### src/clo_listen_window_end.sv
`timescale 1ns/10ps
`default_nettype none
`default_nettype wire

### src/clo_pkg.sv
`default_nettype none
package clo_pkg;
  // ==========================================
  // Bus geometry
  localparam int         ADDR_W        = 16;
  localparam int         IDX_W         = 14;
  localparam logic [1:0] RESP_OKAY     = 2'h0;
  localparam logic [1:0] RESP_SLVERR   = 2'h2;
  // ==========================================
  // Register indices, byte address is four times the index
  localparam logic [13:0] IDX_MODE     = 14'h0000;
  localparam logic [13:0] IDX_STATUS   = 14'h0001;
  localparam logic [13:0] IDX_ERRCNT   = 14'h0002;
  localparam logic [13:0] IDX_ECTRL    = 14'h0003;
  localparam logic [13:0] IDX_MASK     = 14'h0004;
  localparam logic [13:0] IDX_FILT     = 14'h0005;
  localparam logic [13:0] IDX_WINDOW   = 14'h0006;
  localparam logic [10:0] IDX_BUF_HI   = 11'h001;
  localparam logic [13:0] IDX_FEN_LO   = 14'h0E46;
  localparam logic [13:0] IDX_FEN_HI   = 14'h0E47;
  // ==========================================
  // Field positions
  localparam int MODE_REQ_LSB = 5;
  localparam int RXM_LSB      = 0;
  localparam int EWSEL_LSB    = 0;
  localparam int EMODE_LSB    = 6;
  localparam int FILT_IDX_LSB = 24;
  localparam int BUF_DIR_BIT  = 7;
  // ==========================================
  // Encodings
  localparam logic [2:0] MODE_LISTEN   = 3'h3;
  localparam logic [1:0] RXM_ALL_VALID = 2'h3;
  localparam logic [1:0] EMODE_ENH     = 2'h1;
  localparam logic [1:0] EMODE_FIFO    = 2'h2;
  localparam logic [4:0] WIN_BUF_FIRST = 5'h12;
  localparam logic [4:0] WIN_BUF_LAST  = 5'h17;
  localparam int         NUM_BUF       = 6;
  localparam int         NUM_FILT      = 16;
  localparam logic [7:0] CNT_MAX       = 8'hFF;
  // ==========================================
  // Reset values
  localparam logic [7:0]  MODE_RST     = 8'h80;
  localparam logic [7:0]  ECTRL_RST    = 8'h00;
  localparam logic [10:0] MASK_RST     = 11'h7FF;
  localparam logic [10:0] FILT_RST     = 11'h000;
  localparam logic [7:0]  FEN_LO_RST   = 8'h01;
  localparam logic [7:0]  FEN_HI_RST   = 8'h00;
  localparam logic [7:0]  BUF_RST      = 8'h00;
  // ==========================================
  // Frame record
  typedef struct packed {
    logic        err;
    logic [3:0]  dlc;
    logic [10:0] id;
    logic [63:0] data;
  } clo_frame_type;
endpackage
`default_nettype wire

### src/clo_stream_if.sv
`timescale 1ns/10ps
`default_nettype none
interface clo_stream_if #(parameter int W = 80);
  logic         valid;
  logic         ready;
  logic [W-1:0] payload;
  modport src (output valid, output payload, input ready);
  modport snk (input valid, input payload, output ready);
endinterface
`default_nettype wire

### src/clo_listen_window.sv
// The AXI4-Lite register port was decided locally.
`timescale 1ns/10ps
`default_nettype none
module clo_listen_window (
  input  wire logic        aclk,
  input  wire logic        aresetn,
  input  wire logic [15:0] s_axi_awaddr,
  input  wire logic        s_axi_awvalid,
  output logic             s_axi_awready,
  input  wire logic [31:0] s_axi_wdata,
  input  wire logic [3:0]  s_axi_wstrb,
  input  wire logic        s_axi_wvalid,
  output logic             s_axi_wready,
  output logic [1:0]       s_axi_bresp,
  output logic             s_axi_bvalid,
  input  wire logic        s_axi_bready,
  input  wire logic [15:0] s_axi_araddr,
  input  wire logic        s_axi_arvalid,
  output logic             s_axi_arready,
  output logic [31:0]      s_axi_rdata,
  output logic [1:0]       s_axi_rresp,
  output logic             s_axi_rvalid,
  input  wire logic        s_axi_rready,
  input  wire logic        frame_valid,
  output logic             frame_ready,
  input  wire logic [10:0] frame_id,
  input  wire logic [3:0]  frame_dlc,
  input  wire logic [63:0] frame_data,
  input  wire logic        frame_error,
  input  wire logic        core_tx_bit,
  input  wire logic        tx_error_pulse,
  input  wire logic        rx_error_pulse,
  output logic             can_tx,
  output logic             rx_valid,
  input  wire logic        rx_ready,
  output logic [10:0]      rx_id,
  output logic [3:0]       rx_dlc,
  output logic [63:0]      rx_data,
  output logic             rx_error
);
  localparam int FW = $bits(clo_pkg::clo_frame_type);

  // ==========================================
  // Storage
  logic [15:0] aw_addr_reg;
  logic        aw_hold_reg;
  logic [31:0] w_data_reg;
  logic [3:0]  w_strb_reg;
  logic        w_hold_reg;
  logic        bvalid_reg;
  logic [1:0]  bresp_reg;
  logic        rvalid_reg;
  logic [31:0] rdata_reg;
  logic [1:0]  rresp_reg;
  logic [7:0]  mode_reg;
  logic [2:0]  op_mode_reg;
  logic [7:0]  ectrl_reg;
  logic [10:0] mask_reg;
  logic [3:0]  filt_sel_reg;
  logic [10:0] filt_reg [clo_pkg::NUM_FILT];
  logic [15:0] fen_reg;
  logic [7:0]  buf_reg [clo_pkg::NUM_BUF];
  logic [7:0]  tec_reg;
  logic [7:0]  rec_reg;
  logic        can_tx_reg;

  // ==========================================
  // Decoded signals
  logic                        wr_fire;
  logic [13:0]                 wr_idx;
  logic [13:0]                 rd_idx;
  logic [31:0]                 wr_word;
  logic                        wr_hit;
  logic [31:0]                 rd_word;
  logic                        rd_hit;
  logic                        listen;
  logic [1:0]                  emode;
  logic [4:0]                  wsel;
  logic                        win_on;
  logic [2:0]                  win_n;
  logic [clo_pkg::NUM_FILT-1:0] match;
  logic                        accept;
  logic [clo_pkg::NUM_BUF-1:0] buf_we;
  clo_pkg::clo_frame_type      in_frame;
  clo_pkg::clo_frame_type      out_frame;

  clo_stream_if #(.W(FW)) in_if ();
  clo_stream_if #(.W(FW)) out_if ();

  function automatic logic [31:0] merge(input logic [31:0] old, input logic [31:0] d,
                                         input logic [3:0] s);
    logic [31:0] r;
    r = old;
    for (int b = 0; b < 4; b++) begin
      if (s[b]) begin
        r[b*8 +: 8] = d[b*8 +: 8];
      end
    end
    return r;
  endfunction

  // ==========================================
  // Mode and window decode
  assign listen = mode_reg[clo_pkg::MODE_REQ_LSB +: 3] == clo_pkg::MODE_LISTEN;
  assign emode  = ectrl_reg[clo_pkg::EMODE_LSB +: 2];
  assign wsel   = ectrl_reg[clo_pkg::EWSEL_LSB +: 5];
  assign win_on = (emode == clo_pkg::EMODE_ENH || emode == clo_pkg::EMODE_FIFO)
                  && wsel >= clo_pkg::WIN_BUF_FIRST && wsel <= clo_pkg::WIN_BUF_LAST;
  assign win_n  = 3'(wsel - clo_pkg::WIN_BUF_FIRST);

  // ==========================================
  // AXI write channel
  assign s_axi_awready = ~aw_hold_reg & ~bvalid_reg;
  assign s_axi_wready  = ~w_hold_reg & ~bvalid_reg;
  assign s_axi_bvalid  = bvalid_reg;
  assign s_axi_bresp   = bresp_reg;
  assign wr_fire       = aw_hold_reg & w_hold_reg & ~bvalid_reg;
  assign wr_idx        = aw_addr_reg[15:2];

  always_ff @(posedge aclk) begin
    if (!aresetn) begin
      aw_hold_reg <= 1'b0;
      aw_addr_reg <= 16'h0000;
      w_hold_reg  <= 1'b0;
      w_data_reg  <= 32'h0000_0000;
      w_strb_reg  <= 4'h0;
      bvalid_reg  <= 1'b0;
      bresp_reg   <= clo_pkg::RESP_OKAY;
    end else begin
      if (s_axi_awvalid && s_axi_awready) begin
        aw_hold_reg <= 1'b1;
        aw_addr_reg <= s_axi_awaddr;
      end
      if (s_axi_wvalid && s_axi_wready) begin
        w_hold_reg <= 1'b1;
        w_data_reg <= s_axi_wdata;
        w_strb_reg <= s_axi_wstrb;
      end
      if (wr_fire) begin
        aw_hold_reg <= 1'b0;
        w_hold_reg  <= 1'b0;
        bvalid_reg  <= 1'b1;
        bresp_reg   <= wr_hit ? clo_pkg::RESP_OKAY : clo_pkg::RESP_SLVERR;
      end else if (bvalid_reg && s_axi_bready) begin
        bvalid_reg <= 1'b0;
      end
    end
  end

  // ==========================================
  // Write decode
  always_comb begin
    wr_hit  = 1'b1;
    buf_we  = '0;
    wr_word = 32'h0000_0000;
    case (wr_idx)
      clo_pkg::IDX_MODE:   wr_word = merge({24'h0, mode_reg}, w_data_reg, w_strb_reg);
      clo_pkg::IDX_ECTRL:  wr_word = merge({24'h0, ectrl_reg}, w_data_reg, w_strb_reg);
      clo_pkg::IDX_MASK:   wr_word = merge({21'h0, mask_reg}, w_data_reg, w_strb_reg);
      clo_pkg::IDX_FILT:   wr_word = w_data_reg;
      clo_pkg::IDX_FEN_LO: wr_word = merge({24'h0, fen_reg[7:0]}, w_data_reg, w_strb_reg);
      clo_pkg::IDX_FEN_HI: wr_word = merge({24'h0, fen_reg[15:8]}, w_data_reg, w_strb_reg);
      clo_pkg::IDX_STATUS,
      clo_pkg::IDX_ERRCNT: wr_word = 32'h0000_0000;
      clo_pkg::IDX_WINDOW: begin
        wr_word = merge({24'h0, buf_reg[win_n]}, w_data_reg, w_strb_reg);
        buf_we[win_n] = wr_fire & win_on;
      end
      default: begin
        if (wr_idx[13:3] == clo_pkg::IDX_BUF_HI && wr_idx[2:0] < 3'(clo_pkg::NUM_BUF)) begin
          wr_word = merge({24'h0, buf_reg[wr_idx[2:0]]}, w_data_reg, w_strb_reg);
          buf_we[wr_idx[2:0]] = wr_fire;
        end else begin
          wr_hit = 1'b0;
        end
      end
    endcase
  end

  // ==========================================
  // Control registers
  always_ff @(posedge aclk) begin
    if (!aresetn) begin
      mode_reg    <= clo_pkg::MODE_RST;
      op_mode_reg <= clo_pkg::MODE_RST[clo_pkg::MODE_REQ_LSB +: 3];
      ectrl_reg   <= clo_pkg::ECTRL_RST;
      mask_reg    <= clo_pkg::MASK_RST;
      fen_reg     <= {clo_pkg::FEN_HI_RST, clo_pkg::FEN_LO_RST};
      filt_sel_reg <= 4'h0;
    end else begin
      op_mode_reg <= mode_reg[clo_pkg::MODE_REQ_LSB +: 3];
      if (wr_fire) begin
        case (wr_idx)
          clo_pkg::IDX_MODE:   mode_reg <= wr_word[7:0];
          clo_pkg::IDX_ECTRL:  ectrl_reg <= wr_word[7:0];
          clo_pkg::IDX_MASK:   mask_reg <= wr_word[10:0];
          clo_pkg::IDX_FILT:   filt_sel_reg <= wr_word[clo_pkg::FILT_IDX_LSB +: 4];
          clo_pkg::IDX_FEN_LO: fen_reg[7:0] <= wr_word[7:0];
          clo_pkg::IDX_FEN_HI: fen_reg[15:8] <= wr_word[7:0];
          default: begin
          end
        endcase
      end
    end
  end

  // ==========================================
  // Filters and buffer controls
  for (genvar i = 0; i < clo_pkg::NUM_FILT; i++) begin : g_filt
    always_ff @(posedge aclk) begin
      if (!aresetn) begin
        filt_reg[i] <= clo_pkg::FILT_RST;
      end else if (wr_fire && wr_idx == clo_pkg::IDX_FILT
                   && wr_word[clo_pkg::FILT_IDX_LSB +: 4] == 4'(i)) begin
        filt_reg[i] <= wr_word[10:0];
      end
    end
    assign match[i] = fen_reg[i] & (((frame_id ^ filt_reg[i]) & mask_reg) == 11'h000);
  end

  for (genvar n = 0; n < clo_pkg::NUM_BUF; n++) begin : g_buf
    always_ff @(posedge aclk) begin
      if (!aresetn) begin
        buf_reg[n] <= clo_pkg::BUF_RST;
      end else if (buf_we[n]) begin
        buf_reg[n] <= wr_word[7:0];
      end
    end
  end

  // ==========================================
  // AXI read channel
  assign s_axi_arready = ~rvalid_reg;
  assign s_axi_rvalid  = rvalid_reg;
  assign s_axi_rdata   = rdata_reg;
  assign s_axi_rresp   = rresp_reg;
  assign rd_idx        = s_axi_araddr[15:2];

  always_comb begin
    rd_hit  = 1'b1;
    rd_word = 32'h0000_0000;
    case (rd_idx)
      clo_pkg::IDX_MODE:   rd_word = {24'h0, mode_reg};
      clo_pkg::IDX_STATUS: rd_word = {24'h0, op_mode_reg, 5'h00};
      clo_pkg::IDX_ERRCNT: rd_word = {16'h0, rec_reg, tec_reg};
      clo_pkg::IDX_ECTRL:  rd_word = {24'h0, ectrl_reg};
      clo_pkg::IDX_MASK:   rd_word = {21'h0, mask_reg};
      clo_pkg::IDX_FILT:   rd_word = {4'h0, filt_sel_reg, 13'h0, filt_reg[filt_sel_reg]};
      clo_pkg::IDX_FEN_LO: rd_word = {24'h0, fen_reg[7:0]};
      clo_pkg::IDX_FEN_HI: rd_word = {24'h0, fen_reg[15:8]};
      clo_pkg::IDX_WINDOW: rd_word = win_on ? {24'h0, buf_reg[win_n]} : 32'h0000_0000;
      default: begin
        if (rd_idx[13:3] == clo_pkg::IDX_BUF_HI && rd_idx[2:0] < 3'(clo_pkg::NUM_BUF)) begin
          rd_word = {24'h0, buf_reg[rd_idx[2:0]]};
        end else begin
          rd_hit = 1'b0;
        end
      end
    endcase
  end

  always_ff @(posedge aclk) begin
    if (!aresetn) begin
      rvalid_reg <= 1'b0;
      rdata_reg  <= 32'h0000_0000;
      rresp_reg  <= clo_pkg::RESP_OKAY;
    end else if (s_axi_arvalid && s_axi_arready) begin
      rvalid_reg <= 1'b1;
      rdata_reg  <= rd_word;
      rresp_reg  <= rd_hit ? clo_pkg::RESP_OKAY : clo_pkg::RESP_SLVERR;
    end else if (rvalid_reg && s_axi_rready) begin
      rvalid_reg <= 1'b0;
    end
  end

  // ==========================================
  // Error counters
  always_ff @(posedge aclk) begin
    if (!aresetn) begin
      tec_reg <= 8'h00;
      rec_reg <= 8'h00;
    end else if (listen) begin
      tec_reg <= 8'h00;
      rec_reg <= 8'h00;
    end else begin
      if (tx_error_pulse && tec_reg != clo_pkg::CNT_MAX) begin
        tec_reg <= tec_reg + 8'h01;
      end
      if (rx_error_pulse && rec_reg != clo_pkg::CNT_MAX) begin
        rec_reg <= rec_reg + 8'h01;
      end
    end
  end

  // ==========================================
  // Transmit pin
  always_ff @(posedge aclk) begin
    if (!aresetn) begin
      can_tx_reg <= 1'b1;
    end else begin
      can_tx_reg <= listen ? 1'b1 : core_tx_bit;
    end
  end
  assign can_tx = can_tx_reg;

  // ==========================================
  // Acceptance
  always_comb begin
    if (listen) begin
      accept = frame_error | (|match);
    end else if (frame_error) begin
      accept = 1'b0;
    end else begin
      accept = (mode_reg[clo_pkg::RXM_LSB +: 2] == clo_pkg::RXM_ALL_VALID) | (|match);
    end
  end

  // ==========================================
  // Receive buffer
  assign in_frame.err  = frame_error;
  assign in_frame.dlc  = frame_dlc;
  assign in_frame.id   = frame_id;
  assign in_frame.data = frame_data;
  assign in_if.valid   = frame_valid & accept;
  assign in_if.payload = in_frame;
  assign frame_ready   = in_if.ready;

  clo_frame_buffer #(.W(FW)) u_buffer (
    .aclk     (aclk),
    .aresetn  (aresetn),
    .in_port  (in_if),
    .out_port (out_if)
  );

  assign out_if.ready = rx_ready;
  assign out_frame    = out_if.payload;
  assign rx_valid     = out_if.valid;
  assign rx_id        = out_frame.id;
  assign rx_dlc       = out_frame.dlc;
  assign rx_data      = out_frame.data;
  assign rx_error     = out_frame.err;
endmodule
`default_nettype wire

### src/clo_frame_buffer.sv
`timescale 1ns/10ps
`default_nettype none
module clo_frame_buffer #(
  parameter int W = 80
) (
  input  wire logic   aclk,
  input  wire logic   aresetn,
  clo_stream_if.snk   in_port,
  clo_stream_if.src   out_port
);
  // ==========================================
  // Two entries, head drives the output
  logic [W-1:0] head_reg;
  logic [W-1:0] tail_reg;
  logic         head_valid_reg;
  logic         tail_free_reg;
  logic         push;
  logic         pop;

  if (W < 1) begin : g_width_check
    $error("buffer width must be positive");
  end

  assign push             = in_port.valid & tail_free_reg;
  assign pop              = head_valid_reg & out_port.ready;
  assign in_port.ready    = tail_free_reg;
  assign out_port.valid   = head_valid_reg;
  assign out_port.payload = head_reg;

  always_ff @(posedge aclk) begin
    if (!aresetn) begin
      head_valid_reg <= 1'b0;
      tail_free_reg  <= 1'b1;
      head_reg       <= '0;
      tail_reg       <= '0;
    end else if (pop) begin
      if (!tail_free_reg) begin
        head_reg      <= tail_reg;
        tail_free_reg <= 1'b1;
      end else begin
        head_valid_reg <= push;
        if (push) begin
          head_reg <= in_port.payload;
        end
      end
    end else if (push) begin
      if (!head_valid_reg) begin
        head_reg       <= in_port.payload;
        head_valid_reg <= 1'b1;
      end else begin
        tail_reg      <= in_port.payload;
        tail_free_reg <= 1'b0;
      end
    end
  end
endmodule
`default_nettype wire

### config.mk
export PLATFORM = sky130hd
export DESIGN_NAME = clo_listen_window
export DESIGN_NICKNAME = d
export VERILOG_FILES = /design/src/clo_listen_window_end.sv /design/src/clo_pkg.sv /design/src/clo_stream_if.sv /design/src/clo_listen_window.sv /design/src/clo_frame_buffer.sv
export SDC_FILE = /design/constraint.sdc
export NUM_CORES = 1
export LEC_CHECK = 0
export CAP_MARGIN = 15
export CELL_PAD_IN_SITES_DETAIL_PLACEMENT = 0
export CELL_PAD_IN_SITES_GLOBAL_PLACEMENT = 2
export CORE_UTILIZATION = 43
export CTS_BUF_LIST = sky130_fd_sc_hd__clkbuf_8
export CTS_CLUSTER_DIAMETER = 200
export DETAILED_ROUTE_END_ITERATION = 7
export DONT_BUFFER_PORTS = 1
export PLACE_DENSITY = 0.92
export SLEW_MARGIN = 20
export SYNTH_ARGS = -nofsm -noshare
export SYNTH_HDL_FRONTEND = slang
export SYNTH_HIERARCHICAL = 1
export SYNTH_SLANG_ARGS = --single-unit
### constraint.sdc
create_clock -name aclk -period 4.9 [get_ports aclk]
set_clock_uncertainty 0.1 [all_clocks]
set_input_delay 0.735 -clock aclk [delete_from_list [all_inputs] [get_ports aclk]]
set_output_delay 0.735 -clock aclk [all_outputs]
set_load 0.01 [all_outputs]
# ---- Word level (Yosys, flattened, before mapping)
# Memories as Yosys holds them, arrays and structs flattened. A register that Yosys moved wholly into a read port is not among the register bits.
# Index checks and enable logic that the tools add are counted.
dict set report op_classes {
  reduce_logical 71
  magnitude_cmp 8
  add_sub_neg 3
  bitwise 88
  eq_ne 42
  muxes 135
}
# operator n
set ops {}
lappend ops {{two-way mux 80 bit} 5}
lappend ops {{case mux 28 bit (9 select lines)} 1}
lappend ops {{case mux 28 bit (8 select lines)} 1}
lappend ops {{bitwise AND 11 bit} 16}
lappend ops {{zero test 11 bit} 16}
lappend ops {{two-way mux 11 bit} 16}
lappend ops {{bitwise XOR 11 bit} 16}
lappend ops {{two-way mux 8 bit} 18}
lappend ops {{equality test 14 x 3 -> 1 bit (second input constant)} 6}
lappend ops {{two-way mux 1 bit} 82}
lappend ops {{equality test 14 x 12 -> 1 bit (second input constant)} 4}
lappend ops {{equality test 14 x 2 -> 1 bit (second input constant)} 4}
lappend ops {{equality test 4 bit (second input constant)} 8}
lappend ops {{logical AND 1 bit} 30}
lappend ops {{equality test 14 x 1 -> 1 bit (second input constant)} 2}
lappend ops {{zero test 14 bit} 2}
lappend ops {{two-way mux 28 bit} 1}
lappend ops {{bitwise AND 1 bit} 24}
lappend ops {{OR 1 bit} 24}
lappend ops {{equality test 11 x 1 -> 1 bit (second input constant)} 2}
lappend ops {{OR reduction 9 bit} 2}
lappend ops {{adder 8 x 1 -> 8 bit (second input constant)} 2}
lappend ops {{equality test 4 x 3 -> 1 bit (second input constant)} 4}
lappend ops {{!= test 8 bit (second input constant)} 2}
lappend ops {{other kinds (29)} 59}
dict set report totals {
  wordCells 373
  ramBits 224
  regBits 317
  memories 2
  inputBits 160
  output_inout_bits 124
}
# memory depth word_bits read_ports rd_clocked_by_memory_dff wr line_no
set mem_list {}
lappend mem_list {filt_reg 16 11 17 1 16 clo_listen_window.sv:60} ;# logic [10:0] filt_reg [clo_pkg::NUM_FILT];
lappend mem_list {buf_reg 6 8 3 1 6 clo_listen_window.sv:62} ;# logic [7:0] buf_reg [clo_pkg::NUM_BUF];

# ---- Longest topological paths before layout
# Gate-level depths: netlist of run 1.
# An unclocked memory read counts as a cell.
dict set report depth {
  ltp_word 14
  depth_mapped 15
  ltp_nobuf 10
}

# ---- Cells and area by module
# Netlist of run 1, hierarchy kept.
# module n_inst seq_area_each_um2 area_per_inst_um2 cells_each
set by_module_without_submodules {}
lappend by_module_without_submodules {clo_listen_window 1 9369.0 20148.1 1939}
lappend by_module_without_submodules {clo_frame_buffer 1 3243.1 6367.4 726}

# ---- Worst setup path before layout of run 1
# OpenSTA, ideal clock, no wires.
dict set report synth_path {
  kind {input to register}
  start {input port frame_id[4]}
  end {register u_buffer.head_reg[79] (netlist: u_buffer/out_port.payload[79])}
  arrival_time_ns 3.432
  n_path_buf 5
  stages 15
  setup_time_ns 0.119
  setup_slack_ns 1.249
  cell_sequence {clkbuf_1 -> clkbuf_1 -> xor2_1 -> nand2_1 -> nand2_1 -> a221oi_1 -> a31oi_1 -> nand3_1 -> o311a_1 -> and2_1 -> buf_2 -> o21a_1 -> buf_4 -> buf_6 -> o221a_1}
}
dict set report synth_between {
  elab_chain_cells 12
}
# item line_no
set synth_lines {}
lappend synth_lines {{start: declaration} clo_listen_window.sv:26} ;# input wire logic [10:0] frame_id,
lappend synth_lines {{bitwise XOR 11 bit} clo_listen_window.sv:218} ;# assign match[i] = fen_reg[i] & (((frame_id ^ filt_reg[i]) & mask_reg) == 11'h000);
lappend synth_lines {{bitwise AND 11 bit} clo_listen_window.sv:218}
lappend synth_lines {{zero test 11 bit} clo_listen_window.sv:218}
lappend synth_lines {{bitwise AND 1 bit} clo_listen_window.sv:218}
lappend synth_lines {{OR reduction 16 bit *} {clo_listen_window.sv:310, clo_listen_window.sv:314}}
lappend synth_lines {{OR 1 bit} clo_listen_window.sv:314} ;# accept = (mode_reg[clo_pkg::RXM_LSB +: 2] == clo_pkg::RXM_ALL_VALID) | (|match);
lappend synth_lines {{two-way mux 1 bit} clo_listen_window.sv:311} ;# end else if (frame_error) begin
lappend synth_lines {{two-way mux 1 bit *} clo_listen_window.sv:309} ;# if (listen) begin
lappend synth_lines {{bitwise AND 1 bit *} clo_listen_window.sv:324} ;# assign in_if.valid = frame_valid & accept;
lappend synth_lines {{net in_if.valid} clo_stream_if.sv:4} ;# logic valid;
lappend synth_lines {{bitwise AND 1 bit *} clo_frame_buffer.sv:24} ;# assign push = in_port.valid & tail_free_reg;
lappend synth_lines {{!= test 2 bit (no source line) / nonzero test 2 bit (equally long branches)} n/a}
lappend synth_lines {{AND reduction 3 bit (no source line) *} n/a}
lappend synth_lines {{end signal: assignment} clo_frame_buffer.sv:38} ;# head_reg <= tail_reg;
lappend synth_lines {{end signal: assignment} clo_frame_buffer.sv:43} ;# head_reg <= in_port.payload;
lappend synth_lines {{end signal: assignment} clo_frame_buffer.sv:48} ;# head_reg <= in_port.payload;
lappend synth_lines {{end: declaration} clo_frame_buffer.sv:13} ;# logic [W-1:0] head_reg;
# The timed path passes the listed nets; every way through them passes the cells marked *.
# A chain may end at the register's enable or synchronous reset.

# ---- Worst setup path after layout of run 1
dict set report layout_path {
  start {register mask_reg[3]}
  end {register u_buffer.head_reg[10] (netlist: u_buffer/out_port.payload[10])}
}
dict set report layout_between {
  elab_chain_cells 11
}
# item line_no
set layout_lines {}
lappend layout_lines {{start: declaration} clo_listen_window.sv:58} ;# logic [10:0] mask_reg;
lappend layout_lines {{start signal: assignment} clo_listen_window.sv:187} ;# mask_reg <= clo_pkg::MASK_RST;
lappend layout_lines {{start signal: assignment} clo_listen_window.sv:196} ;# clo_pkg::IDX_MASK: mask_reg <= wr_word[10:0];
lappend layout_lines {{bitwise AND 11 bit} clo_listen_window.sv:218}
lappend layout_lines {{zero test 11 bit} clo_listen_window.sv:218}
lappend layout_lines {{bitwise AND 1 bit} clo_listen_window.sv:218}
lappend layout_lines {{OR reduction 16 bit *} {clo_listen_window.sv:310, clo_listen_window.sv:314}}
lappend layout_lines {{OR 1 bit} clo_listen_window.sv:314}
lappend layout_lines {{two-way mux 1 bit} clo_listen_window.sv:311}
lappend layout_lines {{two-way mux 1 bit *} clo_listen_window.sv:309}
lappend layout_lines {{bitwise AND 1 bit *} clo_listen_window.sv:324}
lappend layout_lines {{net in_if.valid} clo_stream_if.sv:4}
lappend layout_lines {{bitwise AND 1 bit *} clo_frame_buffer.sv:24}
lappend layout_lines {{!= test 2 bit (no source line) / nonzero test 2 bit (equally long branches)} n/a}
lappend layout_lines {{AND reduction 3 bit (no source line) *} n/a}
# Marks and branches as above.

==> flow_metrics.tcl, run 1 <==
set metrics [dict create \
    status "completed" \
    die-area_mm2 0.06266 \
    max_freq_mhz 245.3 \
    dp_cells 3275 \
    gp_congestion 0.9738 \
    end_kind "register" \
    layout_min_cycle_time_ns 4.077 \
    cts_tree "yes" \
    relSlewSlack_pct 14.77 \
    grt_pass1_wl_mm 133.2 \
    synth_area_per_cell_um2 9.950 \
    final-setup-viol-count 0 \
    stdcell_count 3440 \
    htreeDepth 3 \
    fin_nets 2751 \
    hold_path_class "in -> reg" \
    syn_inst 2665 \
    drc 0 \
    crit_type "reg -> reg" \
    dr_total_vias 21575 \
    largest_reg_flops 176 \
    vias_per_cell 6.272 \
    p_leak_nw 10.10 \
    start_kind "register" \
    die_w_um 250.3 \
    hold_viol_final 0 \
    route.final.wire_length_mm 89.73 \
    core_mm2 0.06070 \
    drv_slew 0 \
    ys.flop_type "dfxtp_1" \
    yosysSeqAreaShare_pct 47.57 \
    rsz0062_at_grt "no" \
    root_buffer "clkbuf_8" \
    yosys_register_bits 518 \
    final_area_mm2 0.02875 \
    synthTopCellsByCount "nand2_1, dfxtp_1, nor2_1" \
    clk_pin_slew_ns 0.06 \
    die_h_um 250.3 \
    worst_hold_slack_ns 0.06078 \
    clock_path_buffers 3 \
    first_pass_iters 7 \
    synth_cell_type_count 86 \
    yosysMostFrequentCell "nand2_1" \
    drt_iter0_drc 2760 \
    drtAntennaViolNets 0 \
    drive_gt1_share_pct 13.17 \
    synthTopCellsByArea "edfxtp_1, dfxtp_1, mux4_2" \
    power_mw 9.750 \
    grt_overflow_total 0 \
    grt_pass1_vias 20753 \
    synth-edff-count 224 \
    clk_latency_ns 0.70 \
    io_pins 284 \
    dp_hpwl_mm 61.39 \
    track_usage_pct 28.17 \
    cts_inserted_buffers 89 \
    ys_warn_count 6 \
    required_ns 5.37 \
    cp.arrival_ns 4.55 \
    period_share_pct 83.20 \
    clkSinkCount 518 \
    fillers 5575 \
    dpl_cell_area_mm2 0.02695 \
    antenna_found_initial 2 \
    syn_to_final_growth_pct 8.442 \
    final.setup.tns_ns 0 \
    max-vdd-ir-drop_uv 170.0 \
    p_per_area_mw_per_mm2 339.1 \
    routedWlPerCell_um 26.09 \
    post-cts-setup-buffers 0 \
    start_util_pct 43.69 \
    worst_pin_slew_ns 1.277 \
    rows 90 \
    portBuffers 0 \
    grt_max_degree 89 \
    synth_area_leader_cell "edfxtp_1" \
    maxCapViolCount 0 \
    netlist_area_mm2 0.02652 \
    synth-async-reset-ratio_pct 0 \
    diodes 0 \
    synth_top_area_share_pct 25.37 \
    path_max_fanout 80 \
]
==> kinds of logic after synthesis <==
| logic type | count (synthesis) | synth area share [%] |
|---|---|---|
| multiplexers | 132 | 8.881 |
| AND/OR/NAND/NOR | 825 | 14.31 |
| AO/OA/AOI/OAI | 639 | 16.80 |
| other | 1 | 0.01414 |
| XOR/XNOR | 190 | 6.276 |
| buffers and inverters | 354 | 5.870 |
| flip-flops | 518 | 47.57 |
| adder cells (fa/ha/maj) | 6 | 0.2831 |
==> placed cells by master, fill, tap and decap left out, types with 9 or more instances in the layout <==
cell	Yosys	final
xnor2_1	29	29
nand2b_1	13	12
a22oi_1	54	54
nand2_1	340	339
edfxtp_1	224	224
o211ai_1	13	13
nor2b_1	9	9
a21oi_1	202	202
o21ai_0	75	75
xor2_1	161	161
nand4_1	23	23
clkbuf_8	0	94
inv_1	98	118
mux2_2	16	16
dfxtp_1	294	292
mux2i_1	35	35
a221oi_1	31	31
conb_1	1	14
nand3_1	40	40
o221a_1	80	80
clkinv_1	0	25
a22o_1	9	9
mux4_2	81	81
nor2_1	278	277
buf_4	15	68
nor2_4	19	19
nor3_1	18	18
and3_1	11	11
a31oi_1	90	90
clkinv_2	0	14
==> stage by stage <==
stage / setup slack [ns] / utilization [%]
global placement: 1.014 / 44.40
CTS: 0.9916 / 47.35
global route: 0.5813 / 47.37
finish: 0.8232 / 47.37
floorplan: 1.249 / -
detailed placement: 0.9984 / 44.40
==> routing by layer <==
metal | wire [um] | track usage [%] | vias up
li1 | - | - | 9479
met1 | 35120 | 37.01 | 10542
met2 | 39410 | 42.84 | 1324
met3 | 11020 | 7.648 | 226
met4 | 4118 | 13.53 | 4
met5 | 62 | 1.004 | -
==> area by class of cell <==
type | instances | area (um^2) | share of cell area [%]
clock buffer | 94 | 1294 | 4.499
clock inverter | 70 | 488.0 | 1.697
inverter | 100 | 377.9 | 1.314
multi-input combinational | 1806 | 12460 | 43.34
sequential | 518 | 12610 | 43.87
tap | 782 | 978.4 | 3.403
timing repair buffer | 70 | 540.5 | 1.880
==> path summary, 6_finish.rpt <==
path / end / cells past startpoint / slack [ns] / startpoint
worst max-delay path: u_buffer/out_port.payload[10] / 10 / 0.82 / mask_reg[3]
worst min-delay path: can_tx / 1 / 0.06 / core_tx_bit
worst max register to register: u_buffer/out_port.payload[10] / 10 / 0.82 / mask_reg[3]
worst min register to register: u_buffer/tail_reg[29] / 2 / 0.35 / u_buffer/tail_reg[29]
==> critical path, stage by stage, from the launching register on <==
cell	delay, ns
dfxtp_1	1.16
a22oi_1	0.22
nand4_1	0.22
o22ai_1	0.10
and3b_1	0.32
nand4_1	0.12
o311a_1	0.44
and2_2	0.24
o21a_2	0.19
buf_4	0.40
o221a_1	0.38
==> what timing repair did <==
item / in CTS / in global routing
hold buffers: 1 / 0
resized for setup: 0 / 0
hold endpoints to repair: 1 / 0
==> power breakdown <==
group / total, mW / internal [mW] / switching [mW]
clock network: 4.01 / 2.15 / 1.86
registers: 4.79 / 4.63 / 0.162
logic: 0.942 / 0.324 / 0.618
total: 9.75 / 7.11 / 2.64
Power figures use the tool's default switching activity.
==> run 2: changes to the inputs <==
ABC_AREA = 1   (was default)
CORE_UTILIZATION = 38   (was 43)
clock period = 4.1 ns   (was 4.9 ns; I/O delays follow)
==> flow_metrics.tcl, run 2 <==
set metrics [dict create \
    cts_tree "yes" \
    synthAdderAreaFrac_pct 0.2543 \
    status "completed" \
    io_pins 284 \
    yosysSeqAreaShare_pct 42.72 \
    met3_usage_pct 5.121 \
    route.final.wire_length_mm 104.7 \
    clk_pin_slew_ns 0.06 \
    track_usage_pct 25.98 \
    final-setup-viol-count 0 \
    yosys_register_bits 518 \
    dp_hpwl_mm 71.80 \
    clock_path_buffers 3 \
    mostFrequentLayoutCell "nor2_1" \
    antenna_found_initial 3 \
    drive_gt1_share_pct 8.559 \
    maxCapViolCount 0 \
    cts.repair.resized 0 \
    post-cts-setup-buffers 0 \
    syn_inst 4212 \
    rows 101 \
    syn_to_final_growth_pct 13.34 \
    grt_pass1_vias 25595 \
    synth_xor_area_share_pct 0.8306 \
    period_share_pct 88.12 \
    relSlewSlack_pct 29.04 \
    synthTopCellsByCount "nor2_1, nand2_1, inv_1" \
    grt_overflow_total 0 \
    dr_total_vias 28037 \
    p_leak_nw 13.42 \
    max-vdd-ir-drop_uv 193.1 \
    synthSimpleGateAreaFrac_pct 28.17 \
    worst_hold_slack_ns 0.04355 \
    ys.flop_type "dfxtp_1" \
    r2r_start "mask_reg[3]" \
    yosysMostFrequentCell "nor2_1" \
    synth_area_leader_cell "edfxtp_1" \
    synth_cell_type_count 62 \
    clk_latency_ns 0.72 \
    grt_pass1_wl_mm 157.2 \
    portBuffers 0 \
    die-area_mm2 0.07882 \
    routedWlPerCell_um 19.56 \
    synth_top_area_share_pct 22.78 \
    hold_path_class "in -> reg" \
    first_pass_iters 6 \
    worst-r2r-setup-slack_ns 0.49 \
    drv_slew 0 \
    die_h_um 280.7 \
    busiest_layer "met2" \
    path_max_fanout 68 \
    synth_area_per_cell_um2 7.010 \
    final_util_pct 43.77 \
    layout_min_cycle_time_ns 3.613 \
    globalRouteMet1Util_pct 35.93 \
    ys_warn_count 6 \
    synth_compound_area_share_pct 17.37 \
    dp_cells 5066 \
    grt_max_degree 134 \
    largest_reg_flops 176 \
    clkSinkCount 518 \
    core_mm2 0.07645 \
    crit_start "mask_reg[3]" \
    drt_iter0_drc 2535 \
    end_kind "register" \
    critPathCapture "u_buffer/tail_reg[25]" \
    reg2reg_depth 15 \
    cts_inserted_buffers 97 \
    gp_congestion 0.9232 \
    root_buffer "clkbuf_8" \
    drc 0 \
    worst_pin_slew_ns 1.063 \
    fin_nets 4409 \
    vias_per_cell 5.236 \
    synthMuxAreaShare_pct 0.3390 \
    reg2reg_to "u_buffer/tail_reg[25]" \
    netlist_area_mm2 0.02953 \
    p_per_area_mw_per_mm2 363.1 \
    die_w_um 280.7 \
    max_freq_mhz 276.8 \
    final.setup.tns_ns 0 \
    post-place-ws_ns 0.6035 \
    grt_use_met2_pct 40.64 \
    synth-edff-count 224 \
    hold_viol_final 0 \
    rsz0062_at_grt "no" \
    synthTopCellsByArea "edfxtp_1, dfxtp_1, nor2_1" \
    start_kind "register" \
    synth_top_family_by_area "simple AND/OR/NAND/NOR gates" \
    cp.arrival_ns 4.13 \
    start_util_pct 38.62 \
    drtAntennaViolNets 0 \
    layout_common_cells "nor2_1, nand2_1, inv_1, o21ai_0, a21oi_1" \
    required_ns 4.62 \
    fin_ws_ns 0.4872 \
    crit_type "reg -> reg" \
    stdcell_count 5355 \
    htreeDepth 3 \
    synth-async-reset-ratio_pct 0 \
]
==> run 2: cell count changes in the layout (fill, tap and decap cells not counted), moves of 80 or more <==
cell           before  now
mux4_2             81    0
a31oi_1            90   10
nor2_1            277  742
nand2_1           339  736
a21oi_1           202  373
o221a_1            80    0
dlygate4sd3_1       1  106
inv_1             118  488
o21ai_0            75  419
nand3_1            40  255
xor2_1            161    5
==> run 2: final cells by class <==
| cell class | instances | area (um^2) |
|---|---|---|
| fillers | 7909 | 42990 |
| inverters | 474 | 1783 |
| clock inverters | 63 | 410.4 |
| repair buffers | 187 | 1802 |
| well taps | 1030 | 1289 |
| diodes | 2 | 5.005 |
| clock buffers | 116 | 1597 |
| multi-input cells | 2965 | 13960 |
| flip-flops and latches | 518 | 12620 |
==> run 2: repair_timing <==
item / in CTS / in global routing
hold buffers: 108 / 0
hold endpoints to repair: 184 / 0
endpoints found under the setup margin: 0 / 0
==> run 2: where the power goes <==
group | leakage, nW | switching [mW] | internal, mW
logic | 7.56 | 0.832 | 0.392
registers | 4.70 | 0.166 | 5.55
clock network | 1.16 | 2.38 | 2.83
==> run 2: how the worst min path moves through the flow <==
stage                     cells after the start  slack [ns]                            end            from
after floorplan                               2        0.34                     tec_reg[4]      tec_reg[4]
after global placement                        2        0.35                    mode_reg[2]     mode_reg[2]
after detailed placement                      2        0.36                    mode_reg[2]     mode_reg[2]
after CTS                                     4      0.0004  u_buffer/out_port.payload[50]  frame_data[50]
after global routing                          2        0.04          u_buffer/tail_reg[33]         aresetn
final                                         4        0.04  u_buffer/out_port.payload[38]  frame_data[38]
==> run 2: cell families after synthesis <==
logic type | Yosys count
simple gates | 1948
fa+ha+maj | 6
mux | 10
buf+inv | 742
xor+xnor | 28
other cells | 1
compound gates | 959
flops | 518
==> run 2: stage by stage <==
| stage | area, um^2 | power (mW) |
|---|---|---|
| after global routing | 33460 | 12.64 |
| after detailed placement | 30340 | 6.905 |
| after floorplan | 29570 | 6.625 |
| after CTS | 33460 | 12.25 |
| after global placement | 30340 | 6.896 |
| final | 33460 | 12.15 |
==> run 2: worst max-delay path, stage by stage (launching register included) <==
cell,delay (ns)
dfxtp_1,0.33
clkinv_1,0.52
a21oi_1,0.28
o21ai_0,0.24
o2111ai_1,0.21
nor3_1,0.09
nor2_1,0.10
nand3_1,0.11
nor2_1,0.23
nor2_1,0.13
nand2_1,0.18
nor2_4,0.07
inv_2,0.27
buf_12,0.32
nor2_1,0.07
nor2_1,0.12
==> run 2: routing by layer <==
metal / wire length [um] / part of all wire (%)
met5: 0 / 0
met4: 2538 / 2.4
met3: 9485 / 9.1
met2: 46380 / 44
met1: 46320 / 44
